[src/hw/clkc_cfg.svh]
// register offsets, field positions, reset values of the control bank
// assumes byte-wide register port with byte addresses equal to offsets
`ifndef CLKC_CFG_SVH
`define CLKC_CFG_SVH

// ****************************************
// offsets
// ****************************************
`define CLKC_OFF_TEST_CTRL    8'h09
`define CLKC_OFF_MGMT_CPU     8'h0b
`define CLKC_OFF_BYTE_COUNT   8'h0c
`define CLKC_OFF_SLEW_A       8'h0d
`define CLKC_OFF_RSVD         8'h0e
`define CLKC_OFF_SREF_STOP    8'h11
`define CLKC_OFF_DIFF_A       8'h12
`define CLKC_OFF_DIFF_B       8'h13
`define CLKC_OFF_SLEW_B       8'h14
`define CLKC_OFF_SLEW_C       8'h15

// ****************************************
// field positions
// ****************************************
`define CLKC_POS_SW_SEL       4
`define CLKC_POS_SW_ENTRY     3
`define CLKC_POS_LP3_EN       3
`define CLKC_POS_LP2_EN       2
`define CLKC_POS_STOP3_EN     0
`define CLKC_POS_SLEW_REF     6
`define CLKC_POS_SLEW_FIX     4
`define CLKC_POS_SLEW_SS      2
`define CLKC_POS_SREF11_STOP  6
`define CLKC_POS_VOUT_SRC     3
`define CLKC_POS_VOUT_S2A     0
`define CLKC_POS_VOUT_LCD     5
`define CLKC_POS_VOUT_DOT     2

// ****************************************
// reset values and the high-impedance slew code
// ****************************************
`define CLKC_RST_LP3_EN       1'b0
`define CLKC_RST_LP2_EN       1'b1
`define CLKC_RST_STOP3_EN     1'b1
`define CLKC_RST_BYTE_COUNT   6'h0d
`define CLKC_RST_SLEW         2'h1
`define CLKC_RST_SREF_STOP    7'h00
`define CLKC_RST_VOUT         3'h5
`define CLKC_RST_SLEW_BC      8'h00
`define CLKC_SLEW_HIZ         2'h0

`endif

[src/hw/clkc_pkg.sv]
// types shared by the control bank and the test-mode latch
// assumes nothing beyond a SystemVerilog compiler
package clkc_pkg;

   typedef enum logic [2:0] {
      CLKC_NORMAL = 3'b001,
      CLKC_HWTEST = 3'b010,
      CLKC_SWTEST = 3'b100
   } clkc_tmode_type;

   typedef logic [7:0] clkc_addr_type;
   typedef logic [7:0] clkc_byte_type;

endpackage

[src/hw/clkc_test_if.sv]
// carrier between the register bank and the test-mode latch
// assumes all signals on the bank clock, pin levels already synchronised
`timescale 1ns/10ps
interface clkc_test_if;
   logic pg;
   logic strap;
   logic tm_pin;
   logic sw_entry;
   logic sw_sel;
   logic active;
   logic drive;

   modport bank (output pg, strap, tm_pin, sw_entry, sw_sel, input active, drive);
   modport latch (input pg, strap, tm_pin, sw_entry, sw_sel, output active, drive);
endinterface

[src/hw/clkc_sync.sv]
// two-flop synchroniser for a group of pin levels
// assumes inputs are asynchronous to clk
`timescale 1ns/10ps
module clkc_sync #(
   parameter int WIDTH = 1
) (
   input  wire logic             clk,   // bank clock
   input  wire logic             rst,   // async reset, high
   input  wire logic [WIDTH-1:0] din,   // raw pin levels
   output logic      [WIDTH-1:0] dout   // synchronised levels
);
   typedef struct packed {
      logic [WIDTH-1:0] meta;
      logic [WIDTH-1:0] stable;
   } clkc_sync_type;

   clkc_sync_type s;
   clkc_sync_type next_s;

   always_comb begin
      next_s        = s;
      next_s.meta   = din;
      next_s.stable = s.meta;
   end

   always_ff @(posedge clk or posedge rst) begin
      if (rst) begin
         s <= '0;
      end else begin
         s <= next_s;
      end
   end

   assign dout = s.stable;
endmodule

[src/hw/clkc_test.sv]
// test-mode entry latch: strap route on power-good rise, software route otherwise
// assumes synchronised inputs; only the async reset (power cycle) leaves test mode
`timescale 1ns/10ps
module clkc_test
   import clkc_pkg::*;
(
   input  wire logic clk,              // bank clock
   input  wire logic rst,              // async reset, high
   clkc_test_if.latch t                // strap, pins, software bits
);
   typedef struct packed {
      logic           pg_d;
      logic           strap_lat;
      clkc_tmode_type mode;
   } clkc_test_state_type;

   clkc_test_state_type s;
   clkc_test_state_type next_s;
   logic                pg_rise;

   assign pg_rise = t.pg & ~s.pg_d;

   always_comb begin
      next_s      = s;
      next_s.pg_d = t.pg;
      case (s.mode)
         CLKC_NORMAL: begin
            if (pg_rise) begin
               next_s.strap_lat = t.strap;
               if (t.strap) begin
                  next_s.mode = CLKC_HWTEST;
               end
            end else if (t.sw_entry && !s.strap_lat && s.pg_d) begin
               next_s.mode = CLKC_SWTEST;
            end
         end
         CLKC_HWTEST: next_s.mode = CLKC_HWTEST;
         CLKC_SWTEST: next_s.mode = CLKC_SWTEST;
         default:     next_s.mode = CLKC_NORMAL;
      endcase
   end

   always_ff @(posedge clk or posedge rst) begin
      if (rst) begin
         s <= '{pg_d: 1'b0, strap_lat: 1'b0, mode: CLKC_NORMAL};
      end else begin
         s <= next_s;
      end
   end

   assign t.active = (s.mode != CLKC_NORMAL);
   // live pin in hardware route, software bit only in software route
   assign t.drive  = (s.mode == CLKC_HWTEST) ? t.tm_pin :
                     (s.mode == CLKC_SWTEST) ? t.sw_sel : 1'b0;
endmodule

[src/hw/clkc_regs.sv]
// control bank bytes 11..21 of the clock generator plus test-mode control
// assumes a byte register port on CLK; pin inputs are asynchronous
//
// Contract
// - bits 3 and 2 of byte 11 keep the third and second processor pairs running in management low-power mode, the third only with debug port enabled; resets 0 and 1.
// - byte 11 bit 0 set (reset) stops the third processor pair while processor stop is asserted, clear leaves it free running.
// - byte 12 bits 5..0 hold a writable readback byte count resetting to 001101 with bits 7 and 6 reserved.
// - byte 13 holds two-bit slew codes for reference, fixed 27 MHz and spread 27 MHz outputs where 00 is high impedance and each resets to 01.
// - byte 17 bits 7,6,5,4,3,1 and byte 18 bit 6 each stop one serial-reference output while peripheral stop is asserted.
// - bytes 18 and 19 hold read-write three-bit output-voltage fields, msb first, defaulting to the 0.8V code.
// - hardware test mode is entered when power-good rises while the latched strap reads 1.
// - in hardware test mode the live test-mode pin chooses high impedance or divided reference.
// - with the strap 0 at power-good rise, writing 1 to byte 9 bit 3 enters test mode; it resets to 0.
// - in software test mode only byte 9 bit 4 chooses divided reference (1) or high impedance (0).
// - test mode once entered stays until power is cycled, clearing the entry bit does not leave it.
`timescale 1ns/10ps
`include "clkc_cfg.svh"
module clkc_regs (
   input  wire logic                 CLK,              // 250 MHz bank clock
   input  wire logic                 SYS_RST,          // async reset, high (power cycle)
   input  wire clkc_pkg::clkc_addr_type ADDR,          // register byte address
   input  wire clkc_pkg::clkc_byte_type WDATA,         // write data
   input  wire logic                 WR,               // write strobe
   input  wire logic                 RD,               // read strobe
   output clkc_pkg::clkc_byte_type   RDATA,            // read data, cycle after RD
   input  wire logic                 POWER_GOOD,       // power-good pin
   input  wire logic                 TEST_SEL_STRAP,   // test-select strap pin
   input  wire logic                 TEST_MODE_PIN,    // live test-mode pin
   input  wire logic                 CPU_STOP_N,       // processor stop pin, low
   input  wire logic                 PCI_STOP_N,       // peripheral stop pin, low
   input  wire logic                 MGMT_LOWPWR_MODE, // management low-power mode
   input  wire logic                 DEBUG_PORT_ENABLE,// debug port enable
   output logic                      THIRD_PAIR_RUN,   // third processor pair runs
   output logic                      SECOND_PAIR_RUN,  // second processor pair runs
   output logic [6:0]                SERIAL_REF_RUN,   // serial-reference outputs run
   output logic [5:0]                BYTE_COUNT,       // readback byte count
   output logic [1:0]                SLEW_REF,         // reference slew code
   output logic [1:0]                SLEW_FIX27,       // fixed 27 MHz slew code
   output logic [1:0]                SLEW_SS27,        // spread 27 MHz slew code
   output logic [2:0]                SE_OUT_HIZ,       // ref, fix27, ss27 in high-z
   output logic [2:0]                VOUT_SRC,         // serial-ref group voltage
   output logic [2:0]                VOUT_S2A,         // alt serial-ref voltage
   output logic [2:0]                VOUT_LCD,         // display spread voltage
   output logic [2:0]                VOUT_DOT,         // dot clock group voltage
   output logic [7:0]                SLEW_B,           // byte 20 contents
   output logic [7:0]                SLEW_C,           // byte 21 contents
   output logic                      TEST_ACTIVE,      // test mode latched
   output logic                      TEST_REF_DRIVE,   // outputs carry divided ref
   output logic                      TEST_HIZ          // outputs in high-z for test
);
   import clkc_pkg::*;

   // ****************************************
   // state
   // ****************************************
   typedef struct packed {
      logic         sw_entry;
      logic         sw_sel;
      logic         lp3_en;
      logic         lp2_en;
      logic         stop3_en;
      logic [5:0]   bc;
      logic [1:0]   slew_ref;
      logic [1:0]   slew_fix;
      logic [1:0]   slew_ss;
      logic [6:0]   sref_stop;
      logic [2:0]   vout_src;
      logic [2:0]   vout_s2a;
      logic [2:0]   vout_lcd;
      logic [2:0]   vout_dot;
      logic [7:0]   slew_b;
      logic [7:0]   slew_c;
      logic         third_run;
      logic         second_run;
      logic [6:0]   sref_run;
      logic [2:0]   se_hiz;
      logic         test_active;
      logic         test_drive;
      logic         test_hiz;
      clkc_byte_type rdata;
   } clkc_bank_type;

   localparam clkc_bank_type BANK_RST = '{
      sw_entry: 1'b0, sw_sel: 1'b0,
      lp3_en: `CLKC_RST_LP3_EN, lp2_en: `CLKC_RST_LP2_EN, stop3_en: `CLKC_RST_STOP3_EN,
      bc: `CLKC_RST_BYTE_COUNT,
      slew_ref: `CLKC_RST_SLEW, slew_fix: `CLKC_RST_SLEW, slew_ss: `CLKC_RST_SLEW,
      sref_stop: `CLKC_RST_SREF_STOP,
      vout_src: `CLKC_RST_VOUT, vout_s2a: `CLKC_RST_VOUT,
      vout_lcd: `CLKC_RST_VOUT, vout_dot: `CLKC_RST_VOUT,
      slew_b: `CLKC_RST_SLEW_BC, slew_c: `CLKC_RST_SLEW_BC,
      third_run: 1'b1, second_run: 1'b1, sref_run: 7'h7f, se_hiz: 3'h0,
      test_active: 1'b0, test_drive: 1'b0, test_hiz: 1'b0,
      rdata: 8'h00
   };

   clkc_bank_type r;
   clkc_bank_type next_r;

   // ****************************************
   // helpers
   // ****************************************
   function automatic logic hit(input clkc_addr_type a, input clkc_addr_type off);
      hit = (a == off);
   endfunction

   function automatic logic is_hiz(input logic [1:0] code);
      is_hiz = (code == `CLKC_SLEW_HIZ);
   endfunction

   // ****************************************
   // pin synchronisers
   // ****************************************
   logic [6:0] pins_s;
   logic       pg_s;
   logic       strap_s;
   logic       tm_s;
   logic       cpu_stop;
   logic       pci_stop;
   logic       mgmt_s;
   logic       dbg_s;

   clkc_sync #(.WIDTH(7)) u_sync (
      .clk  (CLK),
      .rst  (SYS_RST),
      .din  ({POWER_GOOD, TEST_SEL_STRAP, TEST_MODE_PIN, CPU_STOP_N, PCI_STOP_N,
              MGMT_LOWPWR_MODE, DEBUG_PORT_ENABLE}),
      .dout (pins_s)
   );

   assign pg_s     = pins_s[6];
   assign strap_s  = pins_s[5];
   assign tm_s     = pins_s[4];
   assign cpu_stop = ~pins_s[3];
   assign pci_stop = ~pins_s[2];
   assign mgmt_s   = pins_s[1];
   assign dbg_s    = pins_s[0];

   // ****************************************
   // test-mode latch
   // ****************************************
   clkc_test_if ti ();

   assign ti.pg       = pg_s;
   assign ti.strap    = strap_s;
   assign ti.tm_pin   = tm_s;
   assign ti.sw_entry = r.sw_entry;
   assign ti.sw_sel   = r.sw_sel;

   clkc_test u_test (
      .clk (CLK),
      .rst (SYS_RST),
      .t   (ti.latch)
   );

   // ****************************************
   // read view
   // ****************************************
   clkc_byte_type rd_view;
   logic [6:0]    sref_mask;

   assign sref_mask = r.sref_stop & {7{pci_stop}};

   always_comb begin
      rd_view = 8'h00;
      if (hit(ADDR, `CLKC_OFF_TEST_CTRL)) begin
         rd_view[`CLKC_POS_SW_SEL]   = r.sw_sel;
         rd_view[`CLKC_POS_SW_ENTRY] = r.sw_entry;
      end else if (hit(ADDR, `CLKC_OFF_MGMT_CPU)) begin
         rd_view[`CLKC_POS_LP3_EN]   = r.lp3_en;
         rd_view[`CLKC_POS_LP2_EN]   = r.lp2_en;
         rd_view[`CLKC_POS_STOP3_EN] = r.stop3_en;
      end else if (hit(ADDR, `CLKC_OFF_BYTE_COUNT)) begin
         rd_view[5:0] = r.bc;
      end else if (hit(ADDR, `CLKC_OFF_SLEW_A)) begin
         rd_view[`CLKC_POS_SLEW_REF+:2] = r.slew_ref;
         rd_view[`CLKC_POS_SLEW_FIX+:2] = r.slew_fix;
         rd_view[`CLKC_POS_SLEW_SS+:2]  = r.slew_ss;
      end else if (hit(ADDR, `CLKC_OFF_SREF_STOP)) begin
         rd_view = {r.sref_stop[5:1], 1'b0, r.sref_stop[0], 1'b0};
      end else if (hit(ADDR, `CLKC_OFF_DIFF_A)) begin
         rd_view[`CLKC_POS_SREF11_STOP]  = r.sref_stop[6];
         rd_view[`CLKC_POS_VOUT_SRC+:3] = r.vout_src;
         rd_view[`CLKC_POS_VOUT_S2A+:3] = r.vout_s2a;
      end else if (hit(ADDR, `CLKC_OFF_DIFF_B)) begin
         rd_view[`CLKC_POS_VOUT_LCD+:3] = r.vout_lcd;
         rd_view[`CLKC_POS_VOUT_DOT+:3] = r.vout_dot;
      end else if (hit(ADDR, `CLKC_OFF_SLEW_B)) begin
         rd_view = r.slew_b;
      end else if (hit(ADDR, `CLKC_OFF_SLEW_C)) begin
         rd_view = r.slew_c;
      end
   end

   // ****************************************
   // next state
   // ****************************************
   always_comb begin
      next_r = r;
      if (WR) begin
         if (hit(ADDR, `CLKC_OFF_TEST_CTRL)) begin
            next_r.sw_sel   = WDATA[`CLKC_POS_SW_SEL];
            next_r.sw_entry = WDATA[`CLKC_POS_SW_ENTRY];
         end
         if (hit(ADDR, `CLKC_OFF_MGMT_CPU)) begin
            next_r.lp3_en   = WDATA[`CLKC_POS_LP3_EN];
            next_r.lp2_en   = WDATA[`CLKC_POS_LP2_EN];
            next_r.stop3_en = WDATA[`CLKC_POS_STOP3_EN];
         end
         if (hit(ADDR, `CLKC_OFF_BYTE_COUNT)) begin
            next_r.bc = WDATA[5:0];
         end
         if (hit(ADDR, `CLKC_OFF_SLEW_A)) begin
            next_r.slew_ref = WDATA[`CLKC_POS_SLEW_REF+:2];
            next_r.slew_fix = WDATA[`CLKC_POS_SLEW_FIX+:2];
            next_r.slew_ss  = WDATA[`CLKC_POS_SLEW_SS+:2];
         end
         if (hit(ADDR, `CLKC_OFF_SREF_STOP)) begin
            next_r.sref_stop[5:0] = {WDATA[7:3], WDATA[1]};
         end
         if (hit(ADDR, `CLKC_OFF_DIFF_A)) begin
            next_r.sref_stop[6] = WDATA[`CLKC_POS_SREF11_STOP];
            next_r.vout_src     = WDATA[`CLKC_POS_VOUT_SRC+:3];
            next_r.vout_s2a     = WDATA[`CLKC_POS_VOUT_S2A+:3];
         end
         if (hit(ADDR, `CLKC_OFF_DIFF_B)) begin
            next_r.vout_lcd = WDATA[`CLKC_POS_VOUT_LCD+:3];
            next_r.vout_dot = WDATA[`CLKC_POS_VOUT_DOT+:3];
         end
         if (hit(ADDR, `CLKC_OFF_SLEW_B)) begin
            next_r.slew_b = WDATA;
         end
         if (hit(ADDR, `CLKC_OFF_SLEW_C)) begin
            next_r.slew_c = WDATA;
         end
      end
      // clock gating from stop pins and low-power mode, then high-z, test-mode and read-data registers
      next_r.third_run  = !(cpu_stop && r.stop3_en) &&
                          (!mgmt_s || (r.lp3_en && dbg_s));
      next_r.second_run = !mgmt_s || r.lp2_en;
      next_r.sref_run   = ~sref_mask;
      next_r.se_hiz     = {is_hiz(r.slew_ref), is_hiz(r.slew_fix), is_hiz(r.slew_ss)};
      next_r.test_active = ti.active;
      next_r.test_drive  = ti.active && ti.drive;
      next_r.test_hiz    = ti.active && !ti.drive;
      next_r.rdata       = RD ? rd_view : 8'h00;
   end

   always_ff @(posedge CLK or posedge SYS_RST) begin
      if (SYS_RST) begin
         r <= BANK_RST;
      end else begin
         r <= next_r;
      end
   end

   // ****************************************
   // outputs
   // ****************************************
   assign RDATA           = r.rdata;
   assign THIRD_PAIR_RUN  = r.third_run;
   assign SECOND_PAIR_RUN = r.second_run;
   assign SERIAL_REF_RUN  = r.sref_run;
   assign BYTE_COUNT      = r.bc;
   assign SLEW_REF        = r.slew_ref;
   assign SLEW_FIX27      = r.slew_fix;
   assign SLEW_SS27       = r.slew_ss;
   assign SE_OUT_HIZ      = r.se_hiz;
   assign VOUT_SRC        = r.vout_src;
   assign VOUT_S2A        = r.vout_s2a;
   assign VOUT_LCD        = r.vout_lcd;
   assign VOUT_DOT        = r.vout_dot;
   assign SLEW_B          = r.slew_b;
   assign SLEW_C          = r.slew_c;
   assign TEST_ACTIVE     = r.test_active;
   assign TEST_REF_DRIVE  = r.test_drive;
   assign TEST_HIZ        = r.test_hiz;
endmodule

[config.mk]
export PLATFORM = sky130hd
export DESIGN_NAME = clkc_regs
export DESIGN_NICKNAME = d
export VERILOG_FILES = /design/src/hw/clkc_pkg.sv /design/src/hw/clkc_test_if.sv /design/src/hw/clkc_sync.sv /design/src/hw/clkc_test.sv /design/src/hw/clkc_regs.sv
export VERILOG_INCLUDE_DIRS = /design/src /design/src/hw
export SDC_FILE = /design/constraint.sdc
export NUM_CORES = 1
export LEC_CHECK = 0
export ABC_CLOCK_PERIOD_IN_PS = 3600
export BUFFER_PORTS_ARGS = -buffer_cell sky130_fd_sc_hd__clkbuf_2
export CORE_MARGIN = 1.5
export CORE_UTILIZATION = 55
export CTS_CLUSTER_DIAMETER = 150
export CTS_CLUSTER_SIZE = 40
export DETAILED_ROUTE_END_ITERATION = 6
export PLACE_DENSITY = 0.8
export RECOVER_POWER = 100
export SYNTH_ARGS = -nofsm -noshare
export SYNTH_HDL_FRONTEND = slang
export SYNTH_SLANG_ARGS = --single-unit
[constraint.sdc]
create_clock -name CLK -period 3.6 [get_ports CLK]
set_input_delay 0.54 -clock CLK [delete_from_list [all_inputs] [get_ports CLK]]
set_output_delay 0.54 -clock CLK [all_outputs]
set_load 0.02 [all_outputs]
-- Yosys cells after proc, flatten, opt, wreduce, memory -nomap -nowiden
Cells that the tools add are included.
- eq/ne operators: 15
- reductions and logical operators: 27
- muxes and demuxes: 42
- bitwise operators: 6
- operators with widths (kind ; count):
    two-way mux 8 bit ; 15
    two-way mux 6 bit ; 9
    == test 8 x 5 -> 1 bit, second input constant ; 5
    == test 8 x 4 -> 1 bit, second input constant ; 4
    AND reduction 2 bit ; 11
    two-way mux 3 bit ; 5
    two-way mux 2 bit ; 5
    one-hot mux 3 bit (3 select lines) ; 1
    bitwise AND 7 bit ; 1
    logical AND 1 bit ; 7
    two-way mux 7 bit ; 1
    NOT 7 bit ; 1
    logical NOT 2 bit ; 3
    inequality test 3 x 1 -> 1 bit, second input constant ; 2
    two-way mux 1 bit ; 5
    logical NOT 1 bit ; 4
    two-way mux 4 bit ; 1
    == test 3 x 1 -> 1 bit, second input constant ; 1
    == test 3 x 2 -> 1 bit, second input constant ; 1
    == test 3 bit, second input constant ; 1
    inequality test 3 bit, second input constant ; 1
    NOT 1 bit ; 3
    logical OR 1 bit ; 2
    bitwise AND 1 bit ; 1
- register bits: 94
- logic and storage cells: 120
- output and inout bits: 63
- input port bits: 27

-- Depth between registers and ports, before layout
- depth in word-level cells: 28
- depth in mapped cells: 7
- depth with buffers taken out: 5

-- Cells and area by module
Synthesis repeated with hierarchy kept, for this count alone.
- cells, all modules: 357
- area total of the unflattened synthesis: 4463.0 um^2
- by module, submodules not included (module ; sequential area each (um^2) ; cells an instance ; times used ; area an instance (um^2)):
    clkc_regs ; 1908.1 ; 316 ; 1 ; 3837.4
    clkc_sync ; 350.3 ; 15 ; 1 ; 354.1
    clkc_test ; 126.4 ; 26 ; 1 ; 271.5

-- Worst setup path after synthesis
OpenSTA, ideal clock, no wires.
- kind: input -> register
- start point: input ADDR[7]
- end point: register r[72] (netlist bit)
- stages: 5
- arrival time: 1761 ps
- buffers on the path: 0
- setup slack: 1715 ps
- data required time: 3475 ps
- path through: nor3_2 nand2_2 nor2_1 and4_1 mux2_2
- word-level cells in the longest chain between the ends: 2
- RTL lines (element ; RTL line ; RTL):
    from (decl) ; clkc_regs.sv:21 ; input wire clkc_pkg::clkc_addr_type ADDR,
    == test 8 x 4 -> 1 bit ; clkc_regs.sv:104 ; hit = (a == off);
    AND reduction 2 bit (no source line) ; - ;
    to (signal assigned) ; clkc_regs.sv:253 ; r <= next_r;
    to (decl) ; clkc_regs.sv:97 ; clkc_bank_type r;
No other way between the ends.
A chain may end at the register's enable or synchronous reset.

-- Final worst setup path
- start point: input ADDR[0]
- end point: register r, in the netlist SLEW_SS27[1]
The elaborated chain is that of the path after synthesis.

==> qor.json <==
{
  "pwr_density_cell": {"value": 462, "unit": "nW/um^2"},
  "critical_path.startpoint_type": {"value": "input port"},
  "layout-drive-gt1-share": {"value": 27.4, "unit": "%"},
  "synth_top_cell_by_area": {"value": "sky130_fd_sc_hd__dfrtp_1"},
  "cts_tree": {"value": "built"},
  "synth_area_per_cell": {"value": 11.9, "unit": "um^2"},
  "critical_path_buf_inv_count": {"value": 1},
  "track_usage": {"value": 23.9, "unit": "%"},
  "drt-initial-drc-count": {"value": 196},
  "overflow": {"value": 0},
  "global_route.usage.met2": {"value": 36.4, "unit": "%"},
  "total_power": {"value": 2.13, "unit": "mW"},
  "std_cell_rows": {"value": 32},
  "timing.final.setup_violations": {"value": 0},
  "route.vias.total": {"value": 2941},
  "count_of_flip_flops_with_a_built_in_enable_after_synthesis": {"value": 0},
  "syn-cell-area": {"value": 4450, "unit": "um^2"},
  "holdCritPathClass": {"value": "input port to flip-flop"},
  "grt_setup_unrepaired": {"value": "false"},
  "yosys_warnings": {"value": 0},
  "clk_transition_reported_paths": {"value": 0.09, "unit": "ns"},
  "finalWeightedCongestion": {"value": 0.872},
  "finalCoreUtilization": {"value": 59.3, "unit": "%"},
  "final.setup.tns": {"value": 0, "unit": "ns"},
  "initial_utilization": {"value": 57.3, "unit": "%"},
  "met1_usage": {"value": 35.1, "unit": "%"},
  "buffer_ports.inserted": {"value": 89},
  "floorplan.die_area": {"value": 8650, "unit": "um^2"},
  "post_synth_most_frequent_cells": {"value": "68 x sky130_fd_sc_hd__dfrtp_1, 58 x sky130_fd_sc_hd__buf_4, 54 x sky130_fd_sc_hd__mux2_2"},
  "vdd_ir_drop_max": {"value": 278, "unit": "uV"},
  "outcome": {"value": "complete, but fails checks"},
  "synth_nets": {"value": 400},
  "die_h": {"value": 93.0, "unit": "um"},
  "r2r-start": {"value": "u_test.s[0]"},
  "max_cap_violations": {"value": 1},
  "critical_path.endpoint_type": {"value": "flip-flop"},
  "timing_worst_slew_pin_value": {"value": 1.54, "unit": "ns"},
  "worst_r2r_path_depth": {"value": 4},
  "layout.area.seq": {"value": 2380, "unit": "um^2"},
  "p_leak": {"value": 1.99, "unit": "nW"},
  "slew-limit-headroom": {"value": -3.18, "unit": "%"},
  "fillerInstances": {"value": 703},
  "timing.setup.critical_path_class": {"value": "input port to flip-flop"},
  "floorplan.die.width": {"value": 93.0, "unit": "um"},
  "tritoncts.num_buffers": {"value": 9},
  "cts-hold-fix-buffers": {"value": 0},
  "critical_path_peak_fanout": {"value": 28},
  "floorplan.core_area": {"value": 7770, "unit": "um^2"},
  "synthToLayoutAreaGrowth": {"value": 3.40, "unit": "%"},
  "insertion_delay": {"value": 0.37, "unit": "ns"},
  "post_drt_via_cell_ratio": {"value": 5.71},
  "yosys.area.top_type_share": {"value": 38.2, "unit": "%"},
  "postSynth.asyncResetShare": {"value": 100, "unit": "%"},
  "r2r-end": {"value": "u_test.s[0]"},
  "max_freq": {"value": 378, "unit": "MHz"},
  "violated_checks": {"value": "capacitance limit, slew limit"},
  "ys_types": {"value": 47},
  "number_of_flip_flops_and_latches_in_the_synthesized_netlist": {"value": 94},
  "final_nets": {"value": 435},
  "number_of_antenna_violations_at_the_first_check_in_global_routing": {"value": 0},
  "grt_pass1_wl": {"value": 15600, "unit": "um"},
  "wirelength": {"value": 9760, "unit": "um"},
  "grt_max_degree": {"value": 38},
  "diodes": {"value": 0},
  "number_of_routed_nets_with_antenna_violations": {"value": 0},
  "worstHoldStart": {"value": "DEBUG_PORT_ENABLE"},
  "finalMaxSlewViolations": {"value": 38},
  "grt-busiest-layer": {"value": "met2"},
  "critical_path_required": {"value": 3.85, "unit": "ns"},
  "crit_family": {"value": "simple AND/OR/NAND/NOR gates"},
  "dp_hpwl": {"value": 7090, "unit": "um"},
  "global_route.usage.met3": {"value": 3.82, "unit": "%"},
  "pin_count": {"value": 90},
  "route.detailed.wl_per_inst": {"value": 19.0, "unit": "um"},
  "multi_input_comb_area": {"value": 1520, "unit": "um^2"},
  "rrSetupSlack": {"value": 1.60, "unit": "ns"},
  "cpMaxStageDelayCell": {"value": "sky130_fd_sc_hd__clkbuf_1"},
  "ys_seq_area_share": {"value": 53.6, "unit": "%"},
  "post_synth_inst_count": {"value": 373},
  "timing.critical_path.from": {"value": "ADDR[0]"},
  "first_global_vias": {"value": 2863},
  "cts.repair.resized": {"value": 0},
  "drc_errors": {"value": 0},
  "timing_hold_violations_final": {"value": 0},
  "critical_path.cell_chain": {"value": "clkbuf_1 -> nor2b_1 -> nand3_1 -> nor2_1 -> mux2_2"},
  "worstHoldPathCells": {"value": 1},
  "min_period_over_period": {"value": 73.4, "unit": "%"},
  "min_delay_worst_endpoint": {"value": "u_sync.next_s[0]"},
  "ys.flop_type": {"value": "sky130_fd_sc_hd__dfrtp_1"},
  "ys_top_cells_by_area": {"value": "sky130_fd_sc_hd__dfrtp_1 38%, sky130_fd_sc_hd__dfstp_2 15%, sky130_fd_sc_hd__mux2_2 14%"},
  "most_common_cell_in_the_netlist": {"value": "sky130_fd_sc_hd__dfrtp_1"},
  "ctsRootBufferMaster": {"value": "sky130_fd_sc_hd__clkbuf_8"},
  "drt_first_pass_iters": {"value": 4},
  "cts_setup_buffers": {"value": 0},
  "minimum_period_implied_by_the_final_worst_setup_slack": {"value": 2.64, "unit": "ns"},
  "timing.critical_path.arrival": {"value": 2.89, "unit": "ns"},
  "h-tree-depth": {"value": 3},
  "worst_path_largest_cell_delay": {"value": 0.90, "unit": "ns"},
  "clock_sink_count": {"value": 94},
  "timing.clock.skew": {"value": 0.00857, "unit": "ns"},
  "max-clock-path-buffers": {"value": 2}
}
[through the flow]
stage / hold WS [ns] / worst slack (ns) / instances / instance area (um^2)
after floorplan: 0.331 / 0.654 / 373 / 4450
after global placement: 0.332 / 1.11 / 499 / 4580
after detailed placement: 0.336 / 1.06 / 499 / 4580
after CTS: 0.210 / 1.46 / 515 / 4750
after global routing: 0.263 / 0.678 / 515 / 4600
final: 0.271 / 0.957 / 515 / 4600
[layout by cell type, fill, tap and decap left out, types with 7 or more instances in the layout]
cell type / netlist / final
sky130_fd_sc_hd__nand2_1: 16 / 17
sky130_fd_sc_hd__dfrtp_1: 68 / 68
sky130_fd_sc_hd__nor2b_1: 9 / 9
sky130_fd_sc_hd__nor2_1: 19 / 19
sky130_fd_sc_hd__mux2_2: 54 / 51
sky130_fd_sc_hd__a21oi_1: 13 / 13
sky130_fd_sc_hd__nand2b_1: 13 / 13
sky130_fd_sc_hd__dfstp_2: 26 / 20
sky130_fd_sc_hd__clkbuf_2: 0 / 21
sky130_fd_sc_hd__o21ai_0: 11 / 11
sky130_fd_sc_hd__clkbuf_1: 5 / 71
sky130_fd_sc_hd__clkbuf_8: 0 / 9
sky130_fd_sc_hd__mux2i_1: 7 / 7
[registers in the layout, indices dropped and copies added, names as in the netlist, 6 cells and up]
signal,flops
SLEW_B,8
BYTE_COUNT,6
r,10
u_sync.next_s,7
u_sync.dout,7
RDATA,8
SERIAL_REF_RUN,7
SLEW_C,8
[power by group]
| group | internal, mW | switching [mW] | total [mW] |
|---|---|---|---|
| sequential | 1.14 | 0.0566 | 1.20 |
| clock | 0.254 | 0.374 | 0.628 |
| combinational | 0.109 | 0.194 | 0.302 |
| total | 1.50 | 0.624 | 2.13 |
[worst register-to-register path, cell delays in order, from the launching register on]
cell and delay, ns:
sky130_fd_sc_hd__dfstp_1 0.64, sky130_fd_sc_hd__nor3b_1 0.57, sky130_fd_sc_hd__o21ai_0 0.22, sky130_fd_sc_hd__a31oi_1 0.33
sky130_fd_sc_hd__o21bai_1 0.18
[worst max-delay path by stage]
stage,slack (ns),cells after the start,end
6_report,0.96,5,SLEW_SS27[1]
5_1_grt,0.68,3,r[53]
4_1_cts,1.46,5,SLEW_SS27[1]
3_5_place_dp,1.06,5,SLEW_SS27[1]
3_3_place_gp,1.11,6,BYTE_COUNT[4]
2_1_floorplan,0.65,1,BYTE_COUNT[1]
[cells by family after synthesis]
| logic type | synth area share [%] |
|---|---|
| buf+inv | 11.2 |
| mux | 15.2 |
| xor+xnor | 0.197 |
| simple gates | 11.6 |
| flops | 53.6 |
| compound gates | 8.26 |
[routing by layer]
layer,vias up,wire length [um]
met5,-,0
met4,0,155
met1,1472,4470
met2,120,4550
li1,1333,-
met3,16,588
[cell type report]
| cell class | count | share of cell area (%) |
|---|---|---|
| clock buffers | 10 | 2.77 |
| clock inverters | 6 | 1.03 |
| inverters | 4 | 0.353 |
| multi-input cells | 206 | 33.0 |
| flip-flops and latches | 94 | 51.8 |
| well taps | 102 | 2.77 |
| repair buffers | 93 | 8.32 |
(Power assumes the default switching activity.)
